--- config.mk ---
export PLATFORM = sky130hd
export DESIGN_NAME = event_bank_select
export DESIGN_NICKNAME = d
export VERILOG_FILES = /design/src/hdl/evbank_pkg.sv /design/src/hdl/event_sync_edge.sv /design/src/hdl/event_bank_select.sv
export SDC_FILE = /design/constraint.sdc
export NUM_CORES = 2
export LEC_CHECK = 0
export BUFFER_PORTS_ARGS = -buffer_cell sky130_fd_sc_hd__buf_4
export CORE_AREA = 3 3 286 288
export CTS_BUF_LIST = sky130_fd_sc_hd__clkbuf_4 sky130_fd_sc_hd__clkbuf_8
export DETAILED_ROUTE_END_ITERATION = 16
export DIE_AREA = 0 0 289 291
export PLACE_DENSITY = 0.82
export SLEW_MARGIN = 20
export SYNTH_ARGS = -nofsm -noshare
export SYNTH_HDL_FRONTEND = slang
export SYNTH_SLANG_ARGS = --single-unit
--- constraint.sdc ---
create_clock -name CLK_IN -period 6.8 [get_ports CLK_IN]
set_input_delay 0.68 -clock CLK_IN [delete_from_list [all_inputs] [get_ports CLK_IN]]
set_output_delay 0.68 -clock CLK_IN [all_outputs]
set_load 0.1 [all_outputs]
--- src/hdl/evbank_pkg.sv ---
// constants for the event-input bank selector; its synchroniser uses none of them
// assumes a single 50 MHz clock domain and an APB master with 32-bit data
package evbank_pkg;

   // ------------------------------------------------------------------
   // sizes
   // ------------------------------------------------------------------
   localparam int ADDR_W = 12;
   localparam int DATA_W = 32;
   localparam int NUM_CHAN = 2;
   localparam int NUM_EVENT = 2;
   localparam int NUM_BANKS = 4;
   localparam int NUM_PARAMS = 8;
   localparam int PARAM_W = 16;
   localparam int CODE_W = 7;
   localparam int SYNC_STAGES = 3;
   localparam int CLK_MHZ = 50;

   // ------------------------------------------------------------------
   // register offsets (byte addresses)
   // ------------------------------------------------------------------
   localparam logic [11:0] OFF_ASSIGN_ONE = 12'h000;
   localparam logic [11:0] OFF_ASSIGN_TWO = 12'h004;
   localparam logic [11:0] OFF_CONTROL = 12'h008;
   localparam logic [11:0] OFF_COMMAND = 12'h00C;
   localparam logic [11:0] OFF_STATUS = 12'h010;
   localparam logic [11:0] OFF_APPLIED = 12'h014;
   // parameter windows: base | window<<6 | chan<<5 | param<<2
   localparam logic [2:0] BANK_AREA_TAG = 3'h2;
   localparam logic [2:0] PRESENT_WINDOW = 3'h4;

   // ------------------------------------------------------------------
   // field positions
   // ------------------------------------------------------------------
   localparam int CTRL_SOFT_RESET_BIT = 0;
   localparam int CTRL_FAR_SP_BIT = 1;
   localparam int CMD_BANK_LSB = 0;
   localparam int CMD_SET_BANK_BIT = 2;
   localparam int CMD_SET_RUN_BIT = 3;
   localparam int CMD_RUN_VALUE_BIT = 4;
   localparam int CMD_CHAN_BIT = 8;
   localparam int STAT_BANK_LSB = 0;
   localparam int STAT_RUN_LSB = 4;
   localparam int STAT_MANUAL_LSB = 6;
   localparam int STAT_REMOTE_LSB = 8;
   localparam int STAT_LEVEL_LSB = 10;
   localparam int APPLIED_TWO_LSB = 8;

   // ------------------------------------------------------------------
   // reset values and assignment codes
   // ------------------------------------------------------------------
   localparam logic [6:0] ASSIGN_RESET = 7'h00;
   localparam logic [6:0] ASSIGN_MAX = 7'h45;
   localparam logic [6:0] TARGET_STRIDE = 7'h0A;
   localparam logic [6:0] FUNC_LAST = 7'h06;
   localparam logic [1:0] BANK_RESET = 2'h0;
   localparam logic FAR_SP_RESET = 1'b0;

   typedef enum logic [2:0] {
      FN_OFF = 3'h0,
      FN_BANK_BIT0 = 3'h1,
      FN_BANK_BIT1 = 3'h2,
      FN_STOP_RUN = 3'h3,
      FN_RUN_STOP = 3'h4,
      FN_AUTO_MANUAL = 3'h5,
      FN_LOCAL_REMOTE = 3'h6
   } evfunc_type;

endpackage

--- src/hdl/event_sync_edge.sv ---
// three-stage synchroniser with agreement filter and edge pulse
// assumes an asynchronous pin input; output is on the CLK_IN domain
`timescale 1ns/10ps
module event_sync_edge (
   // clock and reset
   input wire logic clk_in,
   input wire logic arst_n_in,
   input wire logic ce_in,
   // pin
   input wire logic pin_in,
   // filtered result
   output logic level_out,
   output logic edge_out
);

   logic s1;
   logic s2;
   logic s3;

   // ------------------------------------------------------------------
   // synchroniser: s1 is read only by s2
   // ------------------------------------------------------------------
   always_ff @(posedge clk_in or negedge arst_n_in) begin
      if (!arst_n_in) begin
         s1 <= 1'b0;
         s2 <= 1'b0;
         s3 <= 1'b0;
      end else if (ce_in) begin
         s1 <= pin_in;
         s2 <= s1;
         s3 <= s2;
      end
   end

   // both directions of change count, each exactly once
   always_ff @(posedge clk_in or negedge arst_n_in) begin
      if (!arst_n_in) begin
         level_out <= 1'b0;
         edge_out <= 1'b0;
      end else if (ce_in) begin
         edge_out <= 1'b0;
         if (s2 == s3 && s3 != level_out) begin
            level_out <= s3;
            edge_out <= 1'b1;
         end
      end
   end
endmodule // event_sync_edge

--- src/hdl/event_bank_select.sv ---
// event-input bank and mode selector for a two-channel controller
// assumes an APB master on CLK_IN and raw switch levels on the event pins
//
// Function
// - each channel keeps four independent banks of control parameters
// - present-bank window follows selected bank; fixed windows reach banks 0-3
// - bank switchable by event input, internal bus, or operation command
// - bank index is input two times two plus input one
// - input one alone toggles between bank zero and bank one
// - read-only monitor shows each channel's selected bank, zero to three
// - exactly two event inputs, each with its own assignment
// - assignment targets all or one channel; seven selectable functions
// - assignment codes 0 to 69, zero after reset
// - assignments written only when stopped; applied at soft reset
// - both rising and falling event edges switch operation
// - stop/run, run/stop, auto/manual, local/remote follow input level
// - remote set point switching works only with permit set
//
// Design decisions made here: the APB register port and the address map.
`timescale 1ns/10ps
module event_bank_select (
   // clock, reset, enable
   input wire logic CLK_IN,
   input wire logic ARST_N_IN,
   input wire logic CE_IN,
   // apb slave
   input wire logic PSEL_IN,
   input wire logic PENABLE_IN,
   input wire logic PWRITE_IN,
   input wire logic [evbank_pkg::ADDR_W-1:0] PADDR_IN,
   input wire logic [evbank_pkg::DATA_W-1:0] PWDATA_IN,
   output logic PREADY_OUT,
   output logic [evbank_pkg::DATA_W-1:0] PRDATA_OUT,
   output logic PSLVERR_OUT,
   // event pins
   input wire logic EVENT_INPUT_ONE_IN,
   input wire logic EVENT_INPUT_TWO_IN,
   // internal bus bank request, same clock
   input wire logic [1:0] BUS_BANK_IN,
   input wire logic BUS_BANK_STB_IN,
   // channel state
   output logic [evbank_pkg::NUM_CHAN*2-1:0] BANK_OUT,
   output logic [evbank_pkg::NUM_CHAN-1:0] RUN_OUT,
   output logic [evbank_pkg::NUM_CHAN-1:0] MANUAL_OUT,
   output logic [evbank_pkg::NUM_CHAN-1:0] REMOTE_OUT
);

   localparam int NC = evbank_pkg::NUM_CHAN;
   localparam int NE = evbank_pkg::NUM_EVENT;
   localparam int MEM_WORDS =
      evbank_pkg::NUM_CHAN * evbank_pkg::NUM_BANKS * evbank_pkg::NUM_PARAMS;

   // ------------------------------------------------------------------
   // helpers
   // ------------------------------------------------------------------
   function automatic logic [5:0] mem_index(input logic ch,
      input logic [1:0] bk, input logic [2:0] par);
      mem_index = {ch, bk, par};
   endfunction

   // code = target * 10 + function; target 0 is all channels
   function automatic evbank_pkg::evfunc_type decode_func(
      input logic [6:0] code, input int ch);
      logic [6:0] tgt;
      logic [6:0] fsel;
      tgt = code / evbank_pkg::TARGET_STRIDE;
      fsel = code % evbank_pkg::TARGET_STRIDE;
      if (fsel > evbank_pkg::FUNC_LAST ||
          (tgt != 7'h00 && tgt != 7'(ch + 1)))
         decode_func = evbank_pkg::FN_OFF;
      else
         decode_func = evbank_pkg::evfunc_type'(fsel[2:0]);
   endfunction

   // ------------------------------------------------------------------
   // state
   // ------------------------------------------------------------------
   logic [NC-1:0][1:0] bank;
   logic [NC-1:0] run;
   logic [NC-1:0] manual;
   logic [NC-1:0] remote;
   logic [NC-1:0][1:0] next_bank;
   logic [NC-1:0] next_run;
   logic [NC-1:0] next_manual;
   logic [NC-1:0] next_remote;
   logic [6:0] pending [NE];
   logic [6:0] applied [NE];
   logic far_sp;
   logic [evbank_pkg::PARAM_W-1:0] param_mem [MEM_WORDS];
   logic [NE-1:0] lvl;
   logic [NE-1:0] edge_seen;
   evbank_pkg::evfunc_type fn [NC][NE];

   // ------------------------------------------------------------------
   // event inputs, two of them
   // ------------------------------------------------------------------
   event_sync_edge u_sync_one (
      .clk_in(CLK_IN),
      .arst_n_in(ARST_N_IN),
      .ce_in(CE_IN),
      .pin_in(EVENT_INPUT_ONE_IN),
      .level_out(lvl[0]),
      .edge_out(edge_seen[0])
   );

   event_sync_edge u_sync_two (
      .clk_in(CLK_IN),
      .arst_n_in(ARST_N_IN),
      .ce_in(CE_IN),
      .pin_in(EVENT_INPUT_TWO_IN),
      .level_out(lvl[1]),
      .edge_out(edge_seen[1])
   );

   // ------------------------------------------------------------------
   // apb decode
   // ------------------------------------------------------------------
   logic setup;
   logic commit;
   logic wr_ok;
   logic bank_area;
   logic [2:0] win;
   logic acc_ch;
   logic [1:0] acc_bank;
   logic [5:0] acc_idx;
   logic [evbank_pkg::DATA_W-1:0] rd_word;
   logic bad_access;
   logic soft_rst_stb;
   logic cmd_stb;
   logic cmd_ch;

   assign setup = PSEL_IN && !PENABLE_IN;
   assign commit = PSEL_IN && PENABLE_IN && PREADY_OUT;
   // the error flag was latched from the same held request
   assign wr_ok = commit && PWRITE_IN && !PSLVERR_OUT;
   assign win = PADDR_IN[8:6];
   assign bank_area = PADDR_IN[11:9] == evbank_pkg::BANK_AREA_TAG &&
                      win <= evbank_pkg::PRESENT_WINDOW;
   assign acc_ch = PADDR_IN[5];
   // present window redirects to the channel's live bank
   assign acc_bank = (win == evbank_pkg::PRESENT_WINDOW) ?
                     bank[acc_ch] : win[1:0];
   assign acc_idx = mem_index(acc_ch, acc_bank, PADDR_IN[4:2]);
   assign soft_rst_stb = wr_ok && !bank_area &&
      PADDR_IN == evbank_pkg::OFF_CONTROL &&
      PWDATA_IN[evbank_pkg::CTRL_SOFT_RESET_BIT];
   assign cmd_stb = wr_ok && !bank_area &&
                    PADDR_IN == evbank_pkg::OFF_COMMAND;
   assign cmd_ch = PWDATA_IN[evbank_pkg::CMD_CHAN_BIT];

   always_comb begin
      rd_word = '0;
      bad_access = 1'b0;
      if (bank_area) begin
         rd_word[evbank_pkg::PARAM_W-1:0] = param_mem[acc_idx];
      end else begin
         case (PADDR_IN)
            evbank_pkg::OFF_ASSIGN_ONE: begin
               rd_word[6:0] = pending[0];
               // writes refused while running or out of range
               bad_access = PWRITE_IN && ((|run) ||
                  PWDATA_IN[6:0] > evbank_pkg::ASSIGN_MAX);
            end
            evbank_pkg::OFF_ASSIGN_TWO: begin
               rd_word[6:0] = pending[1];
               bad_access = PWRITE_IN && ((|run) ||
                  PWDATA_IN[6:0] > evbank_pkg::ASSIGN_MAX);
            end
            evbank_pkg::OFF_CONTROL: begin
               rd_word[evbank_pkg::CTRL_FAR_SP_BIT] = far_sp;
            end
            evbank_pkg::OFF_COMMAND: begin
               rd_word = '0;
            end
            evbank_pkg::OFF_STATUS: begin
               // bank monitor is read-only
               rd_word[evbank_pkg::STAT_BANK_LSB +: 4] = bank;
               rd_word[evbank_pkg::STAT_RUN_LSB +: 2] = run;
               rd_word[evbank_pkg::STAT_MANUAL_LSB +: 2] = manual;
               rd_word[evbank_pkg::STAT_REMOTE_LSB +: 2] = remote;
               rd_word[evbank_pkg::STAT_LEVEL_LSB +: 2] = lvl;
               bad_access = PWRITE_IN;
            end
            evbank_pkg::OFF_APPLIED: begin
               rd_word[6:0] = applied[0];
               rd_word[evbank_pkg::APPLIED_TWO_LSB +: 7] = applied[1];
               bad_access = PWRITE_IN;
            end
            default: begin
               bad_access = 1'b1;
            end
         endcase
      end
   end

   // zero-wait slave: answer is ready in the first access cycle
   always_ff @(posedge CLK_IN or negedge ARST_N_IN) begin
      if (!ARST_N_IN) begin
         PREADY_OUT <= 1'b0;
         PRDATA_OUT <= '0;
         PSLVERR_OUT <= 1'b0;
      end else if (CE_IN) begin
         PREADY_OUT <= setup;
         if (setup) begin
            PRDATA_OUT <= PWRITE_IN ? '0 : rd_word;
            PSLVERR_OUT <= bad_access;
         end else if (commit) begin
            PSLVERR_OUT <= 1'b0;
         end
      end
   end

   // ------------------------------------------------------------------
   // parameter banks, four per channel
   // ------------------------------------------------------------------
   always_ff @(posedge CLK_IN or negedge ARST_N_IN) begin
      if (!ARST_N_IN) begin
         for (int i = 0; i < MEM_WORDS; i++) begin
            param_mem[i] <= '0;
         end
      end else if (CE_IN && wr_ok && bank_area) begin
         param_mem[acc_idx] <= PWDATA_IN[evbank_pkg::PARAM_W-1:0];
      end
   end

   // ------------------------------------------------------------------
   // assignments: staged, then taken over at soft reset
   // ------------------------------------------------------------------
   always_ff @(posedge CLK_IN or negedge ARST_N_IN) begin
      if (!ARST_N_IN) begin
         for (int i = 0; i < NE; i++) begin
            pending[i] <= evbank_pkg::ASSIGN_RESET;
            applied[i] <= evbank_pkg::ASSIGN_RESET;
         end
         far_sp <= evbank_pkg::FAR_SP_RESET;
      end else if (CE_IN) begin
         if (wr_ok && !bank_area) begin
            if (PADDR_IN == evbank_pkg::OFF_ASSIGN_ONE)
               pending[0] <= PWDATA_IN[6:0];
            if (PADDR_IN == evbank_pkg::OFF_ASSIGN_TWO)
               pending[1] <= PWDATA_IN[6:0];
            if (PADDR_IN == evbank_pkg::OFF_CONTROL)
               far_sp <= PWDATA_IN[evbank_pkg::CTRL_FAR_SP_BIT];
         end
         if (soft_rst_stb) begin
            applied[0] <= pending[0];
            applied[1] <= pending[1];
         end
      end
   end

   // ------------------------------------------------------------------
   // per-channel selection; event edges win over bus, bus over command
   // ------------------------------------------------------------------
   always_comb begin
      logic b0;
      logic b1;
      logic bank_ev;
      b0 = 1'b0;
      b1 = 1'b0;
      bank_ev = 1'b0;
      for (int c = 0; c < NC; c++) begin
         for (int i = 0; i < NE; i++) begin
            fn[c][i] = decode_func(applied[i], c);
         end
      end
      for (int c = 0; c < NC; c++) begin
         next_bank[c] = bank[c];
         next_run[c] = run[c];
         next_manual[c] = manual[c];
         next_remote[c] = remote[c];
         // operation command and internal bus as bank sources
         if (cmd_stb && cmd_ch == c[0]) begin
            if (PWDATA_IN[evbank_pkg::CMD_SET_BANK_BIT])
               next_bank[c] = PWDATA_IN[evbank_pkg::CMD_BANK_LSB +: 2];
            if (PWDATA_IN[evbank_pkg::CMD_SET_RUN_BIT])
               next_run[c] = PWDATA_IN[evbank_pkg::CMD_RUN_VALUE_BIT];
         end
         if (BUS_BANK_STB_IN)
            next_bank[c] = BUS_BANK_IN;
         b0 = 1'b0;
         b1 = 1'b0;
         bank_ev = 1'b0;
         for (int i = 0; i < NE; i++) begin
            // a bit with no input assigned reads as zero
            if (fn[c][i] == evbank_pkg::FN_BANK_BIT0) begin
               b0 = lvl[i];
               bank_ev = bank_ev || edge_seen[i];
            end
            if (fn[c][i] == evbank_pkg::FN_BANK_BIT1) begin
               b1 = lvl[i];
               bank_ev = bank_ev || edge_seen[i];
            end
         end
         if (bank_ev)
            next_bank[c] = {b1, b0};
         for (int i = 0; i < NE; i++) begin
            // FN_OFF falls through every case untouched
            if (edge_seen[i]) begin
               case (fn[c][i])
                  evbank_pkg::FN_STOP_RUN: next_run[c] = lvl[i];
                  evbank_pkg::FN_RUN_STOP: next_run[c] = !lvl[i];
                  evbank_pkg::FN_AUTO_MANUAL: next_manual[c] = lvl[i];
                  evbank_pkg::FN_LOCAL_REMOTE: begin
                     if (far_sp)
                        next_remote[c] = lvl[i];
                  end
                  default: begin
                  end
               endcase
            end
         end
      end
   end

   always_ff @(posedge CLK_IN or negedge ARST_N_IN) begin
      if (!ARST_N_IN) begin
         for (int c = 0; c < NC; c++) begin
            bank[c] <= evbank_pkg::BANK_RESET;
         end
         run <= '0;
         manual <= '0;
         remote <= '0;
      end else if (CE_IN) begin
         bank <= next_bank;
         run <= next_run;
         manual <= next_manual;
         remote <= next_remote;
      end
   end

   assign BANK_OUT = bank;
   assign RUN_OUT = run;
   assign MANUAL_OUT = manual;
   assign REMOTE_OUT = remote;
endmodule // event_bank_select

Word level (Yosys, flattened, before mapping)
Cells that the tools add are included.
Cells by class
  divide/modulo/power cells: 4
  $lt $le $gt $ge: 7
  eq/ne operators: 39
  mux-type cells: 82
  bitwise operators: 2
  reduce and logical (&&, ||, !) cells: 60
Operators by type and width (number)
  1024-bit bitwise mux: 1
  16-bit binary-select mux with 6-bit select: 1
  16-bit demux with 6-bit select: 1
  16-bit 2-to-1 mux: 5
  1-bit 2-to-1 mux: 50
  3-bit == test, second input constant: 13
  3-bit by 2-bit == test with 1-bit output, second input constant: 9
  12-bit by 4-bit == test with 1-bit output, second input constant: 2
  12-bit by 5-bit == test with 1-bit output, second input constant: 2
  1-bit logical AND: 22
  2-bit 2-to-1 mux: 10
  5-bit case mux with 4 select lines: 1
  3-bit 2-to-1 mux: 5
  3-bit AND reduction: 5
  7-bit by 4-bit divider with 7-bit output, second input constant: 2
  7-bit by 3-bit greater-than comparator with 1-bit output, second input constant: 2
  7-bit by 4-bit modulo with 7-bit output, second input constant: 2
  7-bit by 1-bit != test with 1-bit output, second input constant: 2
  7-bit by 2-bit != test with 1-bit output, second input constant: 2
  7-bit nonzero test: 2
  12-bit by 3-bit == test with 1-bit output, second input constant: 1
  3-bit by 1-bit == test with 1-bit output, second input constant: 4
  12-bit zero test: 1
  3-bit nonzero test: 4
  19 further kinds: 45
Storage, ports and cells
  bits in registers: 1107
  word-level logic and storage cells: 281

Depth between registers and ports, before layout
  word-level depth: 15
  mapped depth: 18

Hierarchy
Synthesis repeated with hierarchy kept, for this count alone.
Second synthesis, totals
  cell total of the unflattened synthesis: 3402
  area, all modules: 51159.1 um^2
Modules (own cells, without submodules)
  event_bank_select: instances 1, cells an instance 3370, area each 50733.7 um^2, sequential area each 27050.9 um^2
  event_sync_edge: instances 2, cells an instance 16, area each 212.7 um^2, sequential area each 125.1 um^2

Worst setup path before layout
No wires, ideal clock.
  kind: register to register
  start point: reg applied[5] (netlist bit)
  end point: reg remote[1] (netlist: REMOTE_OUT[1])
  library setup time: 141 ps
  arrival time: 3651 ps
  data required time: 6659 ps
  slack: 3008 ps
  stages on the path, launching flop included: 18
  period minus slack after synthesis: 3792 ps
  cells stage by stage: dfrtp_1 > buf_4 > inv_1 > ha_1 > o21ai_1 > xnor2_1 > mux2i_1 > o22a_1 > nand2_1 > inv_1 > ha_1 > nand3b_1 > and3_1 > buf_6 > mux2i_4 > and4_1 > mux2i_1 > a22oi_1
Between the ends
  word-level cells in the longest chain between the ends: 8
RTL lines
  start: declaration: line event_bank_select.sv:87  | logic [6:0] applied [NE];
  start signal: indexed assignment: line event_bank_select.sv:233  | applied[i] <= evbank_pkg::ASSIGN_RESET;
  parallel branches: the longest is 4 deep, another holds 7-bit by 4-bit modulo with 7-bit output
  3-bit 2-to-1 mux *: line event_bank_select.sv:68  | if (fsel > evbank_pkg::FUNC_LAST ||
  3-bit == test *: line event_bank_select.sv:300  | case (fn[c][i])
  1-bit 2-to-1 mux *: line event_bank_select.sv:300
  1-bit 2-to-1 mux *: line event_bank_select.sv:299  | if (edge_seen[i]) begin
  end signal: assignment: line event_bank_select.sv:328  | remote <= next_remote;
  end: declaration: line event_bank_select.sv:81  | logic [NC-1:0] remote;
Every way passes the cells marked *.
A chain may end at the register's enable or synchronous reset.

Worst setup path in the final report
Ends and elaborated chain as after synthesis.

==> key figures <==
Worst setup path
  • Stages on the worst setup path: 15
  • R2R Setup Slk: 1900 ps
  • Setup CP Type: register to register
  • R2R depth: 15
  • Max incr delay on CP: 810 ps
  • Top delay family on crit path: simple AND/OR/NAND/NOR gates
  • Crit. Startpoint: applied[5]
  • Worst Path Max Fanout: 13
  • Crit path capture type: register
  • Critical path required time: 7520 ps
  • Critical Path AT: 5620 ps
  • CP Cell Sequence: inv_1 > ha_1 > o21ai_1 > xnor2_1 > nor3_1 > o21ai_0 > nand2_1 > inv_1 > ha_1 > nand3b_1 > and3_1 > mux2i_4 > and4_1 > mux2i_1 > a22oi_1
  • CP bufs+invs: 2
  • R2r endpoint: REMOTE_OUT[1]
  • Startpoint Class: register
  • CP endpoint: REMOTE_OUT[1]
  • Slowest-stage cell, CP: xnor2_1
  • RR Startpoint: applied[5]

Layout
  • Area Growth Syn to Fin: 9.54%
  • Most frequent cells in the layout: dfrtp_1 (1,091), mux2_2 (1,078), mux4_2 (277), clkbuf_8 (214), buf_4 (106)
  • Share of layout cells above drive strength 1: 50.6%
  • Fill cells: 4,958
  • Final #Nets: 3,494
  • Commonest non-fill, non-tap cell in the layout: dfrtp_1
  • Final Util: 71.2%

Yosys
  • Warnings, synthesis: 0
  • Mean area per synthesized cell: 15.0 sq um
  • Yosys reg bits: 1,091
  • Area contributors post-synth: dfrtp_1 (53%), mux2_2 (24%), mux4_2 (12%)
  • Synth Flop Type: dfrtp_1
  • Cell Area, Synth: 51,400 sq um
  • Number of flops mapped to enable cells by yosys: 0
  • Gate Count Post-Synth: 3,437
  • Sequential element share of the synthesized area: 53.1%
  • Synth cell types: 86
  • Area leader, netlist: dfrtp_1
  • Asr flop ratio synth: 100%
  • Synth top area share: 53.1%

Detailed routing
  • Vias/cell: 6.76
  • DR pass1 iterations: 6
  • Post-DRT Antenna Nets: 0
  • WL final: 130,000 um
  • Via count: 31,192
  • Wire per inst: 28.2 um
  • Detailed-route DRC error count: 0
  • Initial DRC count: 2,836

STA
  • Pins over their slew limit: 0
  • Final TNS setup: 0 ps
  • Worst Skew: 52.3 ps
  • Min Tclk post-route: 4900 ps
  • RSZ-0062 raised after global routing: no
  • Final hold slack: 69.0 ps
  • Final Hold Viols: 0
  • Max_slew headroom: 23.2%
  • Worst slew pin tran: 1150 ps
  • Setup Viol. Count Final: 0
  • Final period util: 72.1%
  • Max frequency: 0.204 GHz

Placement
  • Number of I/O port buffers: 66
  • Final GP Congestion: 0.932
  • HPWL Detailed: 79,500 um

CTS
  • CTS tree: done
  • Total setup buffers inserted after CTS: 0
  • Hold buffers post-CTS: 1
  • H-tree Lvls: 4
  • Max clock buf depth: 3
  • Clock sink count: 1,091
  • Num CTS Buffers: 174
  • Post_cts resized: 0
  • Worst skew pair latency: 860 ps
  • Clk root buf: clkbuf_8
  • Reg clk slew, reported paths: 70 ps

Floorplan
  • Site Rows: 103
  • Starting density of the core: 65.0%
  • Die area: 84,100 sq um
  • Die span in x: 289 um
  • Core Area: 79,100 sq um
  • Die H: 291 um
  • IO Count: 99

Run status
  • Status: complete, no violations

Power
  • PD cells: 236 nW/um^2
  • Worst VDD drop: 0.168 mV
  • Pwr Total: 13.3 mW
  • Pleak: 27.4 nW

Global route
  • Total grt overflow: 0
  • Number of global-route vias before repair: 33,516
  • GR Util All Layers: 31.4%
  • First-pass GRT wire length: 200,000 um
  • Initial antenna violation count: 2
  • Largest net degree at the start of global routing: 209

Min path
  • Worst hold-check path type: input pin to register

Job
  • Max cap viols: 0
-- final cells by class --
| type | instances | area [sq um] | area share (%) |
|---|---|---|---|
| tap | 1050 | 1310 | 2.33 |
| clock buffer | 272 | 3380 | 6.00 |
| sequential | 1091 | 27300 | 48.5 |
| inverter | 20 | 75.1 | 0.133 |
| antenna | 2 | 5.00 | 0.00888 |
| multi-input combinational | 2025 | 22800 | 40.4 |
| clock inverter | 29 | 369 | 0.655 |
| timing repair buffer | 123 | 1110 | 1.97 |
-- sequential cells by signal, indices dropped and copies added (netlist names), 2 cells and up --
name / flops
BANK_OUT: 4
param_mem: 1024
pending: 14
PRDATA_OUT: 16
RUN_OUT: 2
applied: 14
MANUAL_OUT: 2
REMOTE_OUT: 2
-- logic make-up (layout without fill, tap and decap cells) --
logic type | Yosys count | in the layout | synth area share, %
mux | 1451 | 1451 | 37.6
flops | 1091 | 1091 | 53.1
buf+inv | 336 | 444 | 2.75
simple gates | 322 | 322 | 3.19
compound gates | 223 | 223 | 3.09
xor+xnor | 7 | 7 | 0.119
fa+ha+maj | 6 | 6 | 0.136
other cells | 1 | 18 | 0.00729
-- worst min-delay path by stage --
| stage | from | to | slack [ps] | cells after the start |
|---|---|---|---|---|
| after floorplan | ARST_N_IN | BANK_OUT[0] | 380 | 0 |
| after global placement | param_mem[792] | param_mem[792] | 480 | 1 |
| after detailed placement | param_mem[209] | param_mem[209] | 490 | 1 |
| after CTS | EVENT_INPUT_TWO_IN | u_sync_two.s1 | 30 | 2 |
| after global routing | EVENT_INPUT_TWO_IN | u_sync_two.s1 | 40 | 2 |
| final | EVENT_INPUT_TWO_IN | u_sync_two.s1 | 70 | 2 |
-- stage by stage --
| step | instances | setup WS (ps) | instance area (sq um) |
|---|---|---|---|
| finish | 4612 | 1900 | 56300 |
| global placement | 4306 | 2170 | 52500 |
| detailed placement | 4306 | 2010 | 52500 |
| floorplan | 3452 | 3010 | 51500 |
| CTS | 4608 | 2000 | 56300 |
| global route | 4612 | 1410 | 56300 |
-- cells in the mapped netlist, types with 9 or more instances --
master,count
nand4_1,12
nor3_1,14
nor2_1,71
clkbuf_1,219
buf_1,25
inv_1,19
o22ai_1,17
or3_1,9
nand3_1,17
mux2_2,1078
nand2_1,105
and2_1,10
a22oi_1,23
mux2i_1,95
buf_2,49
nor2b_1,15
buf_4,22
o211ai_1,11
a21oi_1,38
nand2b_1,11
and3_1,11
o21ai_0,37
dfrtp_1,1091
mux4_2,277
-- power by group --
| part | internal [mW] | switching [mW] |
|---|---|---|
| combinational | 0.182 | 0.582 |
| clock | 3.31 | 2.65 |
| sequential | 6.52 | 0.0480 |
-- worst reg2reg max path, delay by kind of cell, from the launching register on --
kind / cells / cell delay (ps)
compound gates: 3 / 550
xor+xnor: 1 / 810
fa+ha+maj: 2 / 660
buf+inv: 2 / 370
flops: 1 / 560
mux: 2 / 660
simple gates: 5 / 1180
-- routing by layer --
| layer | wire, um | global-route usage [%] | vias to the layer above |
|---|---|---|---|
| met3 | 10300 | 7.56 | 295 |
| met2 | 63000 | 49.9 | 1320 |
| li1 | - | - | 12851 |
| met1 | 52100 | 42.4 | 16726 |
| met4 | 4520 | 12.1 | 0 |
| met5 | 0 | 0 | - |
Power figures use the tool's default switching activity.
